==> config.mk <==
export PLATFORM = sky130hd
export DESIGN_NAME = ufc_top
export DESIGN_NICKNAME = d
export VERILOG_FILES = /design/src/rtl/ufc_pkg.sv /design/src/rtl/ufc_fifo.sv /design/src/rtl/ufc_top.sv
export SDC_FILE = /design/constraint.sdc
export NUM_CORES = 1
export LEC_CHECK = 0
export BUFFER_PORTS_ARGS = -buffer_cell sky130_fd_sc_hd__buf_4
export CAP_MARGIN = 0
export CORE_UTILIZATION = 50
export CTS_CLUSTER_SIZE = 40
export DETAILED_ROUTE_END_ITERATION = 8
export GPL_TIMING_DRIVEN = 1
export PLACE_DENSITY = 0.82
export REMOVE_ABC_BUFFERS = 1
export SYNTH_ARGS = -nofsm -noshare
export SYNTH_HDL_FRONTEND = slang
export SYNTH_SLANG_ARGS = --single-unit
==> constraint.sdc <==
create_clock -name clk_i -period 2.6 [get_ports clk_i]
set_clock_uncertainty 0.05 [all_clocks]
set_input_delay 0.52 -clock clk_i [delete_from_list [all_inputs] [get_ports clk_i]]
set_output_delay 0.52 -clock clk_i [all_outputs]
set_load 0.02 [all_outputs]
==> src/rtl/ufc_pkg.sv <==
// Package for the serial-port FIFO threshold control block.
// Assumes a single 50 MHz system clock and an 8-bit special-function register port.
`default_nettype none

package ufc_pkg;

  // ****************************************
  // Field layout of the FIFO control register
  // ****************************************
  localparam int unsigned FCN_TX_IRQ_EN_BIT = 7;
  localparam int unsigned FCN_TX_FLUSH_BIT  = 6;
  localparam int unsigned FCN_TX_TH_HI      = 5;
  localparam int unsigned FCN_TX_TH_LO      = 4;
  localparam int unsigned FCN_RX_IRQ_EN_BIT = 3;
  localparam int unsigned FCN_RX_FLUSH_BIT  = 2;
  localparam int unsigned FCN_RX_TH_HI      = 1;
  localparam int unsigned FCN_RX_TH_LO      = 0;
  localparam logic [7:0]  FCN_RESET         = 8'h00;
  localparam logic [1:0]  TH_RESET          = 2'h0;

  // ****************************************
  // FIFO geometry defaults
  // ****************************************
  localparam int unsigned FIFO_WIDTH = 8;
  localparam int unsigned FIFO_DEPTH = 8;

  // Flush sequencer states, one-hot
  typedef enum logic [1:0] {
    UFC_FL_IDLE  = 2'h1,
    UFC_FL_CLEAR = 2'h2
  } ufc_flush_state_type;

endpackage : ufc_pkg

`default_nettype wire

==> src/rtl/ufc_fifo.sv <==
// Synchronous byte FIFO with valid/ready on both sides and a flush input.
// Assumes one clock; flush empties the store in one cycle.
`default_nettype none

module ufc_fifo
  import ufc_pkg::*;
#(
  parameter int unsigned WIDTH = FIFO_WIDTH,
  parameter int unsigned DEPTH = FIFO_DEPTH
) (
  // Clock and reset
  input  wire logic                     clk_i,
  input  wire logic                     rst_b_i,
  // Control
  input  wire logic                     flush_i,
  // Fill side
  input  wire logic                     in_valid_i,
  output logic                          in_ready_o,
  input  wire logic [WIDTH-1:0]         in_data_i,
  // Drain side
  output logic                          out_valid_o,
  input  wire logic                     out_ready_i,
  output logic      [WIDTH-1:0]         out_data_o,
  // Fill level
  output logic      [$clog2(DEPTH+1)-1:0] count_o
);

  localparam int unsigned AW = $clog2(DEPTH);
  localparam int unsigned CW = $clog2(DEPTH+1);

  typedef struct packed {
    logic [AW-1:0] wr_ptr;
    logic [AW-1:0] rd_ptr;
    logic [CW-1:0] count;
  } ufc_fifo_state_type;

  ufc_fifo_state_type st_reg;
  ufc_fifo_state_type st_next;
  logic [WIDTH-1:0]   mem [DEPTH];
  logic               push;
  logic               pop;

  // ****************************************
  // Handshake
  // ****************************************
  // Ready drops when full so the source really stalls
  assign in_ready_o  = (st_reg.count != CW'(DEPTH)) && !flush_i;
  assign out_valid_o = (st_reg.count != '0) && !flush_i;
  assign push        = in_valid_i && in_ready_o;
  assign pop         = out_valid_o && out_ready_i;
  assign count_o     = st_reg.count;
  assign out_data_o  = mem[st_reg.rd_ptr];

  // Next pointers and level; flush overrides everything
  always_comb begin
    st_next = st_reg;
    if (flush_i) begin
      st_next = '0;
    end else begin
      if (push) begin
        st_next.wr_ptr = (st_reg.wr_ptr == AW'(DEPTH-1)) ? '0 : st_reg.wr_ptr + 1'b1;
      end
      if (pop) begin
        st_next.rd_ptr = (st_reg.rd_ptr == AW'(DEPTH-1)) ? '0 : st_reg.rd_ptr + 1'b1;
      end
      st_next.count = st_reg.count + CW'(push) - CW'(pop);
    end
  end

  always_ff @(posedge clk_i or negedge rst_b_i) begin
    if (!rst_b_i) begin
      st_reg <= '0;
    end else begin
      st_reg <= st_next;
    end
  end

  // Storage has no reset; only valid entries are ever read out
  always_ff @(posedge clk_i) begin
    if (push) begin
      mem[st_reg.wr_ptr] <= in_data_i;
    end
  end

endmodule : ufc_fifo

`default_nettype wire

==> src/rtl/ufc_top.sv <==
// Serial-port FIFO control: two byte FIFOs, fill-level thresholds, request
// flags, interrupt gating and self-clearing flush bits.
// Assumes a core that writes and reads the control register on a simple
// strobed special-function register port in the system clock domain.
`default_nettype none

module ufc_top
  import ufc_pkg::*;
#(
  parameter int unsigned WIDTH = FIFO_WIDTH,
  parameter int unsigned DEPTH = FIFO_DEPTH
) (
  // Clock and reset
  input  wire logic             clk_i,
  input  wire logic             rst_b_i,
  // Special-function register port
  input  wire logic             reg_wr_i,
  input  wire logic [7:0]       reg_wdata_i,
  output logic      [7:0]       reg_rdata_o,
  // Transmit path: core fills, shifter drains
  input  wire logic             tx_in_valid_i,
  output logic                  tx_in_ready_o,
  input  wire logic [WIDTH-1:0] tx_in_data_i,
  output logic                  tx_out_valid_o,
  input  wire logic             tx_out_ready_i,
  output logic      [WIDTH-1:0] tx_out_data_o,
  // Receive path: shifter fills, core drains
  input  wire logic             rx_in_valid_i,
  output logic                  rx_in_ready_o,
  input  wire logic [WIDTH-1:0] rx_in_data_i,
  output logic                  rx_out_valid_o,
  input  wire logic             rx_out_ready_i,
  output logic      [WIDTH-1:0] rx_out_data_o,
  // Status and interrupt
  output logic                  tx_request_flag_o,
  output logic                  rx_request_flag_o,
  output logic                  irq_o
);

  localparam int unsigned CW = $clog2(DEPTH+1);

  // ****************************************
  // Control register layout
  // ****************************************
  // Bit 7    : transmit request interrupt enable
  // Bit 6    : transmit FIFO flush, cleared by hardware
  // Bits 5:4 : transmit fill threshold
  // Bit 3    : receive request interrupt enable
  // Bit 2    : receive FIFO flush, cleared by hardware
  // Bits 1:0 : receive fill threshold
  // Every field resets to zero
  // All fields load together on a write strobe, except that flush bits can only be set by it; there is no partial write
  // Readback is the register itself, so it needs no read strobe

  // ****************************************
  // Flush timing, write strobe sampled at edge W
  // ****************************************
  // Edge W     : flush bit set, sequencer still idle
  // Edge W+1   : sequencer sees the pending bit and enters the clear state
  // W+1 to W+2 : flush drives the FIFO, both its handshakes are held low
  // Edge W+2   : FIFO empty, pointers home, flush bit dropped
  // Edge W+2   : readback shows the flush bit low again, at the same edge
  // Writing zero to a pending flush bit does not cancel it
  // Writing one in the clear cycle keeps the bit for a second pass
  // Both bits pending together are served in the same clear cycle
  // A push and a flush in one cycle: the flush wins, the byte is refused
  // Flush lasts one cycle whatever the depth; storage keeps stale bytes
  // Stale bytes stay on the data output with valid low: only the pointers and the level are cleared

  // ****************************************
  // Flag and interrupt timing
  // ****************************************
  // Request flags are registered from the FIFO levels of the previous cycle
  // The interrupt is registered from the flags, one cycle further behind
  // Registering both costs latency but keeps the interrupt free of glitches
  // A threshold of zero needs no special case: the compare gives empty or nonempty
  // Thresholds reach three at most, well inside the default FIFO depth
  // With DEPTH below four a high threshold keeps the transmit flag set
  // Transmit flag resets high: an empty FIFO meets any threshold
  // Enable bits gate only the interrupt, never the flags themselves
  // The flags are not sticky: they follow the level and need no clearing
  // Flags and register fields share one packed state word

  // ****************************************
  // State
  // ****************************************
  typedef struct packed {
    logic                tx_request_irq_enable;
    logic                tx_fifo_flush;
    logic [1:0]          tx_fill_threshold;
    logic                rx_request_irq_enable;
    logic                rx_fifo_flush;
    logic [1:0]          rx_fill_threshold;
    ufc_flush_state_type fl_state;
    logic                tx_req;
    logic                rx_req;
    logic                irq;
  } ufc_state_type;

  ufc_state_type st_reg;
  ufc_state_type st_next;
  logic [CW-1:0] tx_count;
  logic [CW-1:0] rx_count;
  logic          flush_tx;
  logic          flush_rx;

  // Flush is applied to the FIFO in the clear state only, one cycle long
  assign flush_tx = (st_reg.fl_state == UFC_FL_CLEAR) && st_reg.tx_fifo_flush;
  assign flush_rx = (st_reg.fl_state == UFC_FL_CLEAR) && st_reg.rx_fifo_flush;

  // ****************************************
  // FIFOs
  // ****************************************
  ufc_fifo #(
    .WIDTH (WIDTH),
    .DEPTH (DEPTH)
  ) u_tx_fifo (
    .clk_i       (clk_i),
    .rst_b_i     (rst_b_i),
    .flush_i     (flush_tx),
    .in_valid_i  (tx_in_valid_i),
    .in_ready_o  (tx_in_ready_o),
    .in_data_i   (tx_in_data_i),
    .out_valid_o (tx_out_valid_o),
    .out_ready_i (tx_out_ready_i),
    .out_data_o  (tx_out_data_o),
    .count_o     (tx_count)
  );

  ufc_fifo #(
    .WIDTH (WIDTH),
    .DEPTH (DEPTH)
  ) u_rx_fifo (
    .clk_i       (clk_i),
    .rst_b_i     (rst_b_i),
    .flush_i     (flush_rx),
    .in_valid_i  (rx_in_valid_i),
    .in_ready_o  (rx_in_ready_o),
    .in_data_i   (rx_in_data_i),
    .out_valid_o (rx_out_valid_o),
    .out_ready_i (rx_out_ready_i),
    .out_data_o  (rx_out_data_o),
    .count_o     (rx_count)
  );

  // ****************************************
  // Next-state logic
  // ****************************************
  // Flags are registered from the current levels, so they lag the FIFO by one cycle
  always_comb begin
    st_next = st_reg;
    // Register write; a flush bit written as one stays set until the sequencer clears it
    if (reg_wr_i) begin
      st_next.tx_request_irq_enable = reg_wdata_i[FCN_TX_IRQ_EN_BIT];
      st_next.tx_fifo_flush         = reg_wdata_i[FCN_TX_FLUSH_BIT] | st_reg.tx_fifo_flush;
      st_next.tx_fill_threshold     = reg_wdata_i[FCN_TX_TH_HI:FCN_TX_TH_LO];
      st_next.rx_request_irq_enable = reg_wdata_i[FCN_RX_IRQ_EN_BIT];
      st_next.rx_fifo_flush         = reg_wdata_i[FCN_RX_FLUSH_BIT] | st_reg.rx_fifo_flush;
      st_next.rx_fill_threshold     = reg_wdata_i[FCN_RX_TH_HI:FCN_RX_TH_LO];
    end
    // Flush sequencer: idle sees a pending bit, clear empties the FIFO and drops the bit
    case (st_reg.fl_state)
      UFC_FL_IDLE: begin
        if (st_reg.tx_fifo_flush || st_reg.rx_fifo_flush) begin
          st_next.fl_state = UFC_FL_CLEAR;
        end
      end
      UFC_FL_CLEAR: begin
        // A fresh write of one in this cycle keeps its bit for another pass
        if (!(reg_wr_i && reg_wdata_i[FCN_TX_FLUSH_BIT])) begin
          st_next.tx_fifo_flush = 1'b0;
        end
        if (!(reg_wr_i && reg_wdata_i[FCN_RX_FLUSH_BIT])) begin
          st_next.rx_fifo_flush = 1'b0;
        end
        st_next.fl_state = UFC_FL_IDLE;
      end
      default: begin
        st_next.fl_state = UFC_FL_IDLE;
      end
    endcase
    // Threshold compares; zero threshold falls out as empty / nonempty
    st_next.tx_req = (tx_count <= CW'(st_reg.tx_fill_threshold));
    st_next.rx_req = (rx_count >  CW'(st_reg.rx_fill_threshold));
    // Interrupt follows the flags, each gated by its own enable
    st_next.irq = (st_reg.tx_req && st_reg.tx_request_irq_enable)
                | (st_reg.rx_req && st_reg.rx_request_irq_enable);
  end

  always_ff @(posedge clk_i or negedge rst_b_i) begin
    if (!rst_b_i) begin
      st_reg                       <= '0;
      st_reg.fl_state              <= UFC_FL_IDLE;
      st_reg.tx_fill_threshold     <= TH_RESET;
      st_reg.rx_fill_threshold     <= TH_RESET;
      st_reg.tx_req                <= 1'b1; // Empty FIFO at reset is at or below zero
    end else begin
      st_reg <= st_next;
    end
  end

  // ****************************************
  // Outputs
  // ****************************************
  assign reg_rdata_o = {st_reg.tx_request_irq_enable, st_reg.tx_fifo_flush, st_reg.tx_fill_threshold,
                        st_reg.rx_request_irq_enable, st_reg.rx_fifo_flush, st_reg.rx_fill_threshold};
  assign tx_request_flag_o = st_reg.tx_req;
  assign rx_request_flag_o = st_reg.rx_req;
  assign irq_o             = st_reg.irq;

endmodule : ufc_top

`default_nettype wire

After elaboration in Yosys (flattened, before gate mapping):

Memory sizes are Yosys's and may differ from the RTL's.
Cells that the tools add are included.

* register bits after elaboration: 33
* RAM bits: 128
* output and inout port bits: 31
* memories: 2

Memories
* u_rx_fifo.mem: depth 8, bits a word 8, read ports 1, clocked after memory_dff 0, wr ports 1, RTL line ufc_fifo.sv:39 `logic [WIDTH-1:0] mem [DEPTH];`
* u_tx_fifo.mem: depth 8, bits a word 8, read ports 1, clocked after memory_dff 0, wr ports 1, RTL line ufc_fifo.sv:39

* $add $sub $neg: 8
* order comparisons: 2
* equal/unequal tests: 9
* multiplexer cells: 21
* bitwise gates (word level): 3
* reduce and logical (&&, ||, !) cells: 23

Operator list (number)
* two-way mux 3 bit: 8
* two-way mux 10 bit: 2
* logical AND 1 bit: 14
* adder 3 x 1 -> 3 bit (second input constant): 4
* == test 3 bit (second input constant): 4
* adder 4 x 1 -> 4 bit: 2
* two-way mux 1 bit: 8
* inequality test 4 bit (second input constant): 2
* nonzero test 2 bit: 4
* nonzero test 4 bit: 2
* subtractor 4 x 1 -> 4 bit: 2
* two-way mux 7 bit: 1
* greater-than comparator 4 x 2 -> 1 bit: 1
* less-or-equal comparator 4 x 2 -> 1 bit: 1
* two-way mux 2 bit: 2
* bitwise OR 1 bit: 3
* == test 2 x 1 -> 1 bit (second input constant): 1
* == test 2 bit (second input constant): 1
* zero test 1 bit: 2
* inequality test 2 bit (second input constant): 1
* logical OR 1 bit: 1

Depth between registers and ports, before layout:

Gate-level depths: netlist of run 1.

* word-level depth: 8
* gate-level depth with buffers: 11
* depth with buffers taken out: 11

Hierarchy:

From an unflattened synthesis of run 1, not the netlist that was laid out.

* cell total of the unflattened synthesis: 395
* area, all modules: 7031.7 um2

Modules (own cells, without submodules)
* ufc_fifo at u_tx_fifo: times used 1, cells an instance 170, area an instance 3203.1 um2, sequential area each 2172.1 um2
* ufc_fifo at u_rx_fifo: times used 1, cells an instance 170, area an instance 3201.8 um2, sequential area each 2172.1 um2
* ufc_top: times used 1, cells an instance 55, area an instance 626.9 um2, sequential area each 327.8 um2

Worst setup path before layout of run 1:

Ideal clock, no wire load.

* kind: flip-flop to flip-flop
* start point: register u_rx_fifo.st_reg, in the netlist u_rx_fifo.count_o[2]
* end point: register u_rx_fifo.st_reg, in the netlist u_rx_fifo.count_o[2]
* setup time: 0.119 ns
* data arrival time: 2.342 ns
* path slack: 0.089 ns
* cell stages (with the launch flop): 12
* buffers on the path: 0
* period minus slack after synthesis: 2.511 ns
* cell sequence: dfrtp_1 inv_1 ha_1 or3b_2 nand2_1 nor2_1 ha_1 inv_1 ha_1 fa_1 xnor2_1 nor2_1

RTL lines
* start, declared: RTL line ufc_fifo.sv:37 `ufc_fifo_state_type st_reg;`
* start signal, assigned: RTL line ufc_fifo.sv:74 `st_reg <= st_next;`

Worst setup path after layout of run 1:

* start point: register u_rx_fifo.st_reg[4] (netlist name)
* end point: output port rx_out_data_o[4]

* word-level cells in the longest chain between the ends: 1

Ends and longest elaborated chain
* memory (8 x 8 bit)
* end, declared: RTL line ufc_top.sv:33 `output logic [WIDTH-1:0] rx_out_data_o,`

No other way between the ends.

==> flow_metrics.tcl, run 1 <==
set metrics [dict create \
    fin_ws_ns 0.0247 \
    cts-root-buf "clkbuf_16" \
    worstHoldPathType "in -> reg" \
    yosysWarnings 0 \
    synth_top_cell_area_share_pct 54.8 \
    relSlewSlack_pct 63.3 \
    ys_top_cells_by_area "edfxtp_1 (55%), mux4_1 (11%), dfrtp_1 (11%)" \
    slew_violations 0 \
    globalRouteTotalUtil_pct 18.4 \
    powerDensity_mw_per_mm2 1100 \
    grt_pass1_vias 3836 \
    layout_common_cells "edfxtp_1 (128), buf_4 (87), dfrtp_1 (27), ha_1 (24), inv_1 (20)" \
    cts.sinks 161 \
    p_leak_nw 3.24 \
    hold_ws_ns 0.258 \
    yosysUniqueCellTypes 40 \
    start_util_pct 52.1 \
    dieHeight_um 120 \
    rsz0062_at_grt "yes" \
    cts_buffers 17 \
    ctsLongestPathBuffers 2 \
    drt-total-wl_um 12700 \
    clk_pin_slew_ns 0.06 \
    layout-drive-gt1-share_pct 35.0 \
    fill_cells 978 \
    slowest_stage "mux4_1" \
    io_buffers 61 \
    io_pins 62 \
    area_growth_pct 19.5 \
    critPathMaxFanout 9 \
    core-area_mm2 0.0135 \
    fin_util_pct 62.3 \
    hold_violations 0 \
    drtIter0Drc 303 \
    clock_latency_ns 0.42 \
    seq_area_frac_synth_pct 66.6 \
    cp_data_required_time_ns 2.03 \
    dieArea_mm2 0.0145 \
    fin_nets 545 \
    fin_crit_sh_pct 99.0 \
    die_x_um 120 \
    firstDrtPassIters 4 \
    final_common_cell "edfxtp_1" \
    syn_area_mm2 0.00701 \
    rows 42 \
    max_stage_delay_ns 0.56 \
    dpl_worst_slack_ns 0.0799 \
    crit_type "reg -> out" \
    gp_congestion 0.772 \
    crit_chain "buf_12, mux4_1, mux2_2, buf_4" \
    avgSynthCellArea_um2 17.7 \
    startpoint_type "flop" \
    via_count 3707 \
    detailed_place_hpwl_um 8040 \
    diodes 0 \
    setup_viol 0 \
    cts_max_level 4 \
    synth.ff_latch_count 161 \
    end_kind "primary output" \
    cap_violations 0 \
    ir_drop_mv 0.744 \
    status "finished clean" \
    grt_max_degree 34 \
    gr-total-overflow 0 \
    period_minus_slack_ns 2.58 \
    synth_top_cell_by_area "edfxtp_1" \
    wire_per_inst_um 18.8 \
    synthCells 397 \
    grt_pass1_wl_um 19600 \
    vias_per_cell 5.48 \
    worst_pin_slew_ns 0.547 \
    crit_arrival_ns 2.01 \
    antenna_found_initial 0 \
    drtAntennaViolNets 0 \
    fmax_mhz 388 \
    drc 0 \
    cts_tree "built" \
]
cell type report:
| cell class | count | area (um2) | area share (%) |
|---|---|---|---|
| repair buffers | 92 | 753 | 8.99 |
| well taps | 176 | 220 | 2.63 |
| multi-input cells | 195 | 2070 | 24.7 |
| flip-flops and latches | 161 | 4680 | 55.8 |
| inverters | 20 | 75.1 | 0.896 |
| clock inverters | 15 | 160 | 1.91 |
| clock buffers | 17 | 425 | 5.08 |
metal layers:
layer  wire length, um  track usage, %  share of wire (%)
met5                 0               0                  0
met4               112            6.02               0.88
met3               569            5.24                4.5
met2              6680            32.6                 52
met1              5370            21.4                 42
final timing paths:
check	start	endpoint	cells after the start	slack (ns)
max in group asynchronous	rst_b_i	tx_request_flag_o$_DFF_PN1_	2	1.62
min in group asynchronous	rst_b_i	u_rx_fifo.st_reg[8]$_DFFE_PN0P_	2	0.53
worst min register to register	rx_request_flag_o$_DFF_PN0_	irq_o$_DFF_PN0_	1	0.46
worst min-delay path	reg_wdata_i[5]	reg_rdata_o[5]$_DFFE_PN0P_	3	0.26
worst max register to register	u_rx_fifo.count_o[3]$_DFF_PN0_	u_rx_fifo.count_o[1]$_DFF_PN0_	10	0.14
worst max-delay path	u_rx_fifo.st_reg[4]$_DFFE_PN0P_	rx_out_data_o[4]	4	0.02
logic make-up (layout without fill, tap and decap cells):
kind of cell             count (synthesis)  after routing  synth area share [%]
XOR/XNOR                                 2              2                 0.250
flip-flops                             161            161                  66.6
multiplexers                            60             60                  16.2
adder cells (fa/ha/maj)                 27             27                  5.03
AO/OA/AOI/OAI                           25             25                  2.14
buffers and inverters                   41            144                  3.34
AND/OR/NAND/NOR                         81             81                  6.37
worst max-delay path: cells and delay by family (launching register included):
family	cells	cell delay, ns
buffers and inverters	2	0.31
muxes	2	0.85
DFF	1	0.42
metrics by stage:
step / cells / instance area (um2) / TNS (ns) / total power [mW]
after floorplan: 376 / 6850 / 0 / 5.53
after global placement: 639 / 7730 / 0 / 6.50
after detailed placement: 639 / 7730 / 0 / 6.64
after CTS: 673 / 8360 / 0 / 9.16
after global routing: 676 / 8380 / -0.159 / 9.73
final: 676 / 8380 / 0 / 9.25
repair_timing:
item	4_1_cts	5_1_grt
hold buffers	1	0
pin swaps	0	1
setup endpoints to repair	17	17
gates resized for setup	9	24
gates cloned	0	2
buffers inserted	1	1
endpoints found under the hold margin	31	0
report_power, final:
part	total [mW]	switching [mW]	leakage [nW]	internal (mW)
clock	2.44	1.02	0.285	1.43
combinational	3.17	1.50	1.39	1.67
sequential	3.64	0.373	1.56	3.26
total	9.25	2.89	3.24	6.36
Yosys cell counts, drive strengths merged:
cell and number:
or4 2, ha 25, buf 15, dfrtp 31, edfxtp 128, mux2 20
clkbuf 6, inv 20, and3b 2, nor3b 2, or3 4, a21o 2
a32oi 1, nand2b 4, fa 2, mux2i 8, and3 1, o21ai 10
nor2 12, nand3 6, nor4 3, nand2 18, nand4b 2, o211a 1
nor3 8, a21oi 8, nor2b 2, xnor2 2, nand3b 5, and2 6
mux4 32, dfstp 2, or3b 4, a22o 3
Power figures use the tool's default switching activity.
==> run 2: changes to the inputs <==
Settings changed: ABC_AREA set to 1, PLACE_DENSITY 0.82 to 0.79.
Clock period 2.6 ns to 2.5 ns, I/O delays scaled along.
==> flow_metrics.tcl, run 2 <==
set metrics [dict create \
    powerDensity_mw_per_mm2 1180 \
    startpoint_type "flop" \
    hold_depth 3 \
    dieHeight_um 126 \
    synth_top_cell_by_area "edfxtp_1" \
    critPathMaxFanout 16 \
    synth-edff-count 128 \
    cts_tree "built" \
    synth_simple_gate_area_share_pct 20.9 \
    firstDrtPassIters 5 \
    layout-drive-gt1-share_pct 14.8 \
    timing.rr.end "u_rx_fifo.count_o[2]$_DFF_PN0_" \
    r2r_cells 11 \
    grt_pass1_vias 5307 \
    gp_congestion 0.817 \
    start_util_pct 52.2 \
    dpl_cell_area_mm2 0.00832 \
    synth_top_cell_area_share_pct 49.9 \
    finalInstanceArea_mm2 0.00899 \
    rrSetupSlack_ns 0.18 \
    crit_type "reg -> out" \
    dpl_worst_slack_ns 0.238 \
    io_pins 62 \
    clk_pin_slew_ns 0.06 \
    dieArea_mm2 0.0159 \
    slew_violations 0 \
    worstHoldPathType "in -> reg" \
    io_buffers 61 \
    ctsLongestPathBuffers 2 \
    drc 0 \
    final_common_cell "nand2_1" \
    async_flop_share_pct 20.5 \
    layout_common_cells "nand2_1 (254), inv_1 (171), edfxtp_1 (128), buf_4 (86), nand3_1 (82)" \
    drt-total-wl_um 15600 \
    synthFlopType "edfxtp_1" \
    post-cts-setup-buffers 0 \
    hold_violations 0 \
    globalRouteTotalUtil_pct 21.2 \
    startpoint "u_tx_fifo.st_reg[5]$_DFFE_PN0P_" \
    synth.ff_latch_count 161 \
    setup_tns_ns 0 \
    worst_pin_slew_ns 0.610 \
    rows 44 \
    synth.most_common_cell "nand2_1" \
    end_kind "primary output" \
    rsz0062_at_grt "no" \
    synth_xor_area_share_pct 0.227 \
    ir_drop_mv 0.644 \
    die_x_um 126 \
    fin_nets 933 \
    syn_area_mm2 0.00770 \
    avgSynthCellArea_um2 9.58 \
    relSlewSlack_pct 59.3 \
    cts_max_level 4 \
    synthCells 804 \
    setup_viol 0 \
    cts.sinks 161 \
    whs_endpoint "reg_rdata_o[1]$_DFFE_PN0P_" \
    grt_max_degree 36 \
    cp_data_required_time_ns 1.95 \
    wire_per_inst_um 14.6 \
    core-area_mm2 0.0148 \
    reg2reg_from "u_rx_fifo.count_o[2]$_DFF_PN0_" \
    grt_pass1_wl_um 25600 \
    ys_top_cells_by_area "edfxtp_1 (50%), nand2_1 (12%), dfrtp_1 (10%)" \
    yosys-top-cells-count "nand2_1 (254), inv_1 (172), edfxtp_1 (128)" \
    via_count 5351 \
    fin_ws_ns 0.124 \
    yosysWarnings 0 \
    period_minus_slack_ns 2.38 \
    cap_violations 0 \
    synth_compound_area_share_pct 1.15 \
    seq_area_frac_synth_pct 60.7 \
    yosysUniqueCellTypes 23 \
    clock_latency_ns 0.43 \
    synth_adder_area_share_pct 4.58 \
    fmax_mhz 421 \
    fin_crit_sh_pct 95.0 \
    vias_per_cell 4.99 \
    fin_cells 1072 \
    cts-root-buf "clkbuf_16" \
    diodes 0 \
    hp-start "reg_wdata_i[1]" \
    p_leak_nw 4.38 \
    antenna_found_initial 0 \
    status "finished clean" \
    drtIter0Drc 364 \
    cts_buffers 17 \
    detailed_place_hpwl_um 9670 \
    muxShareOfSynthArea_pct 0.585 \
    crit_arrival_ns 1.83 \
    gr-total-overflow 0 \
    drtAntennaViolNets 0 \
    synth_top_family_by_area "simple AND/OR/NAND/NOR gates" \
    area_growth_pct 16.7 \
    dpl.cell_count 1039 \
]
## run 2: repair_timing
item	CTS	global route
hold endpoints to repair	31	0
gates resized for setup	0	6
endpoints found under the setup margin	0	5
hold buffers	1	0
## run 2: worst max-delay path by stage
stage | slack [ns] | end | cells past startpoint
3_5_place_dp | 0.24 | u_rx_fifo.count_o[2]$_DFF_PN0_ | 11
2_1_floorplan | 0.28 | u_rx_fifo.count_o[2]$_DFF_PN0_ | 9
5_1_grt | 0.003 | tx_out_data_o[6] | 6
3_3_place_gp | 0.35 | u_rx_fifo.count_o[2]$_DFF_PN0_ | 11
4_1_cts | 0.10 | rx_out_data_o[7] | 7
6_report | 0.12 | tx_out_data_o[6] | 6
## run 2: area by class of cell
class,instances,area (um2)
well taps,184,230
flip-flops and latches,161,4670
fillers,1156,5770
multi-input cells,433,2120
inverters,175,662
repair buffers,87,656
clock buffers,24,502
clock inverters,8,149
## run 2: worst max-delay path: stages, from the launching register on
cell and delay, ns:
dfrtp_1 0.37, inv_1 0.45, nand3_1 0.17, nand2_1 0.10, nand2_1 0.06, nand2_1 0.10, buf_4 0.15
## run 2: through the flow
step                hold WS, ns  util, %  power [mW]
floorplan                 0.154        -        6.27
CTS                       0.225     60.9        10.6
detailed placement        0.419     56.4        7.72
finish                    0.229     60.9        10.6
global placement          0.420     56.4        7.58
global route              0.245     60.9        11.3
## run 2: cells by family after synthesis
family	Yosys count
buffers and inverters	210
adder cells (fa/ha/maj)	27
AND/OR/NAND/NOR	384
AO/OA/AOI/OAI	16
XOR/XNOR	2
flip-flops	161
multiplexers	4
## run 2: power by group
group | internal, mW | switching, mW
sequential | 3.41 | 0.251
combinational | 1.46 | 2.61
clock | 1.81 | 1.02
## run 2: routing by layer
layer / vias to the layer above / wire (um) / GRT usage (%) / share of wire (%)
li1: 2658 / - / - / -
met5: - / 0 / 0 / 0
met4: 0 / 300 / 8.58 / 1.9
met1: 2526 / 6900 / 27.6 / 44
met2: 147 / 7600 / 34.3 / 49
met3: 20 / 846 / 4.84 / 5.4
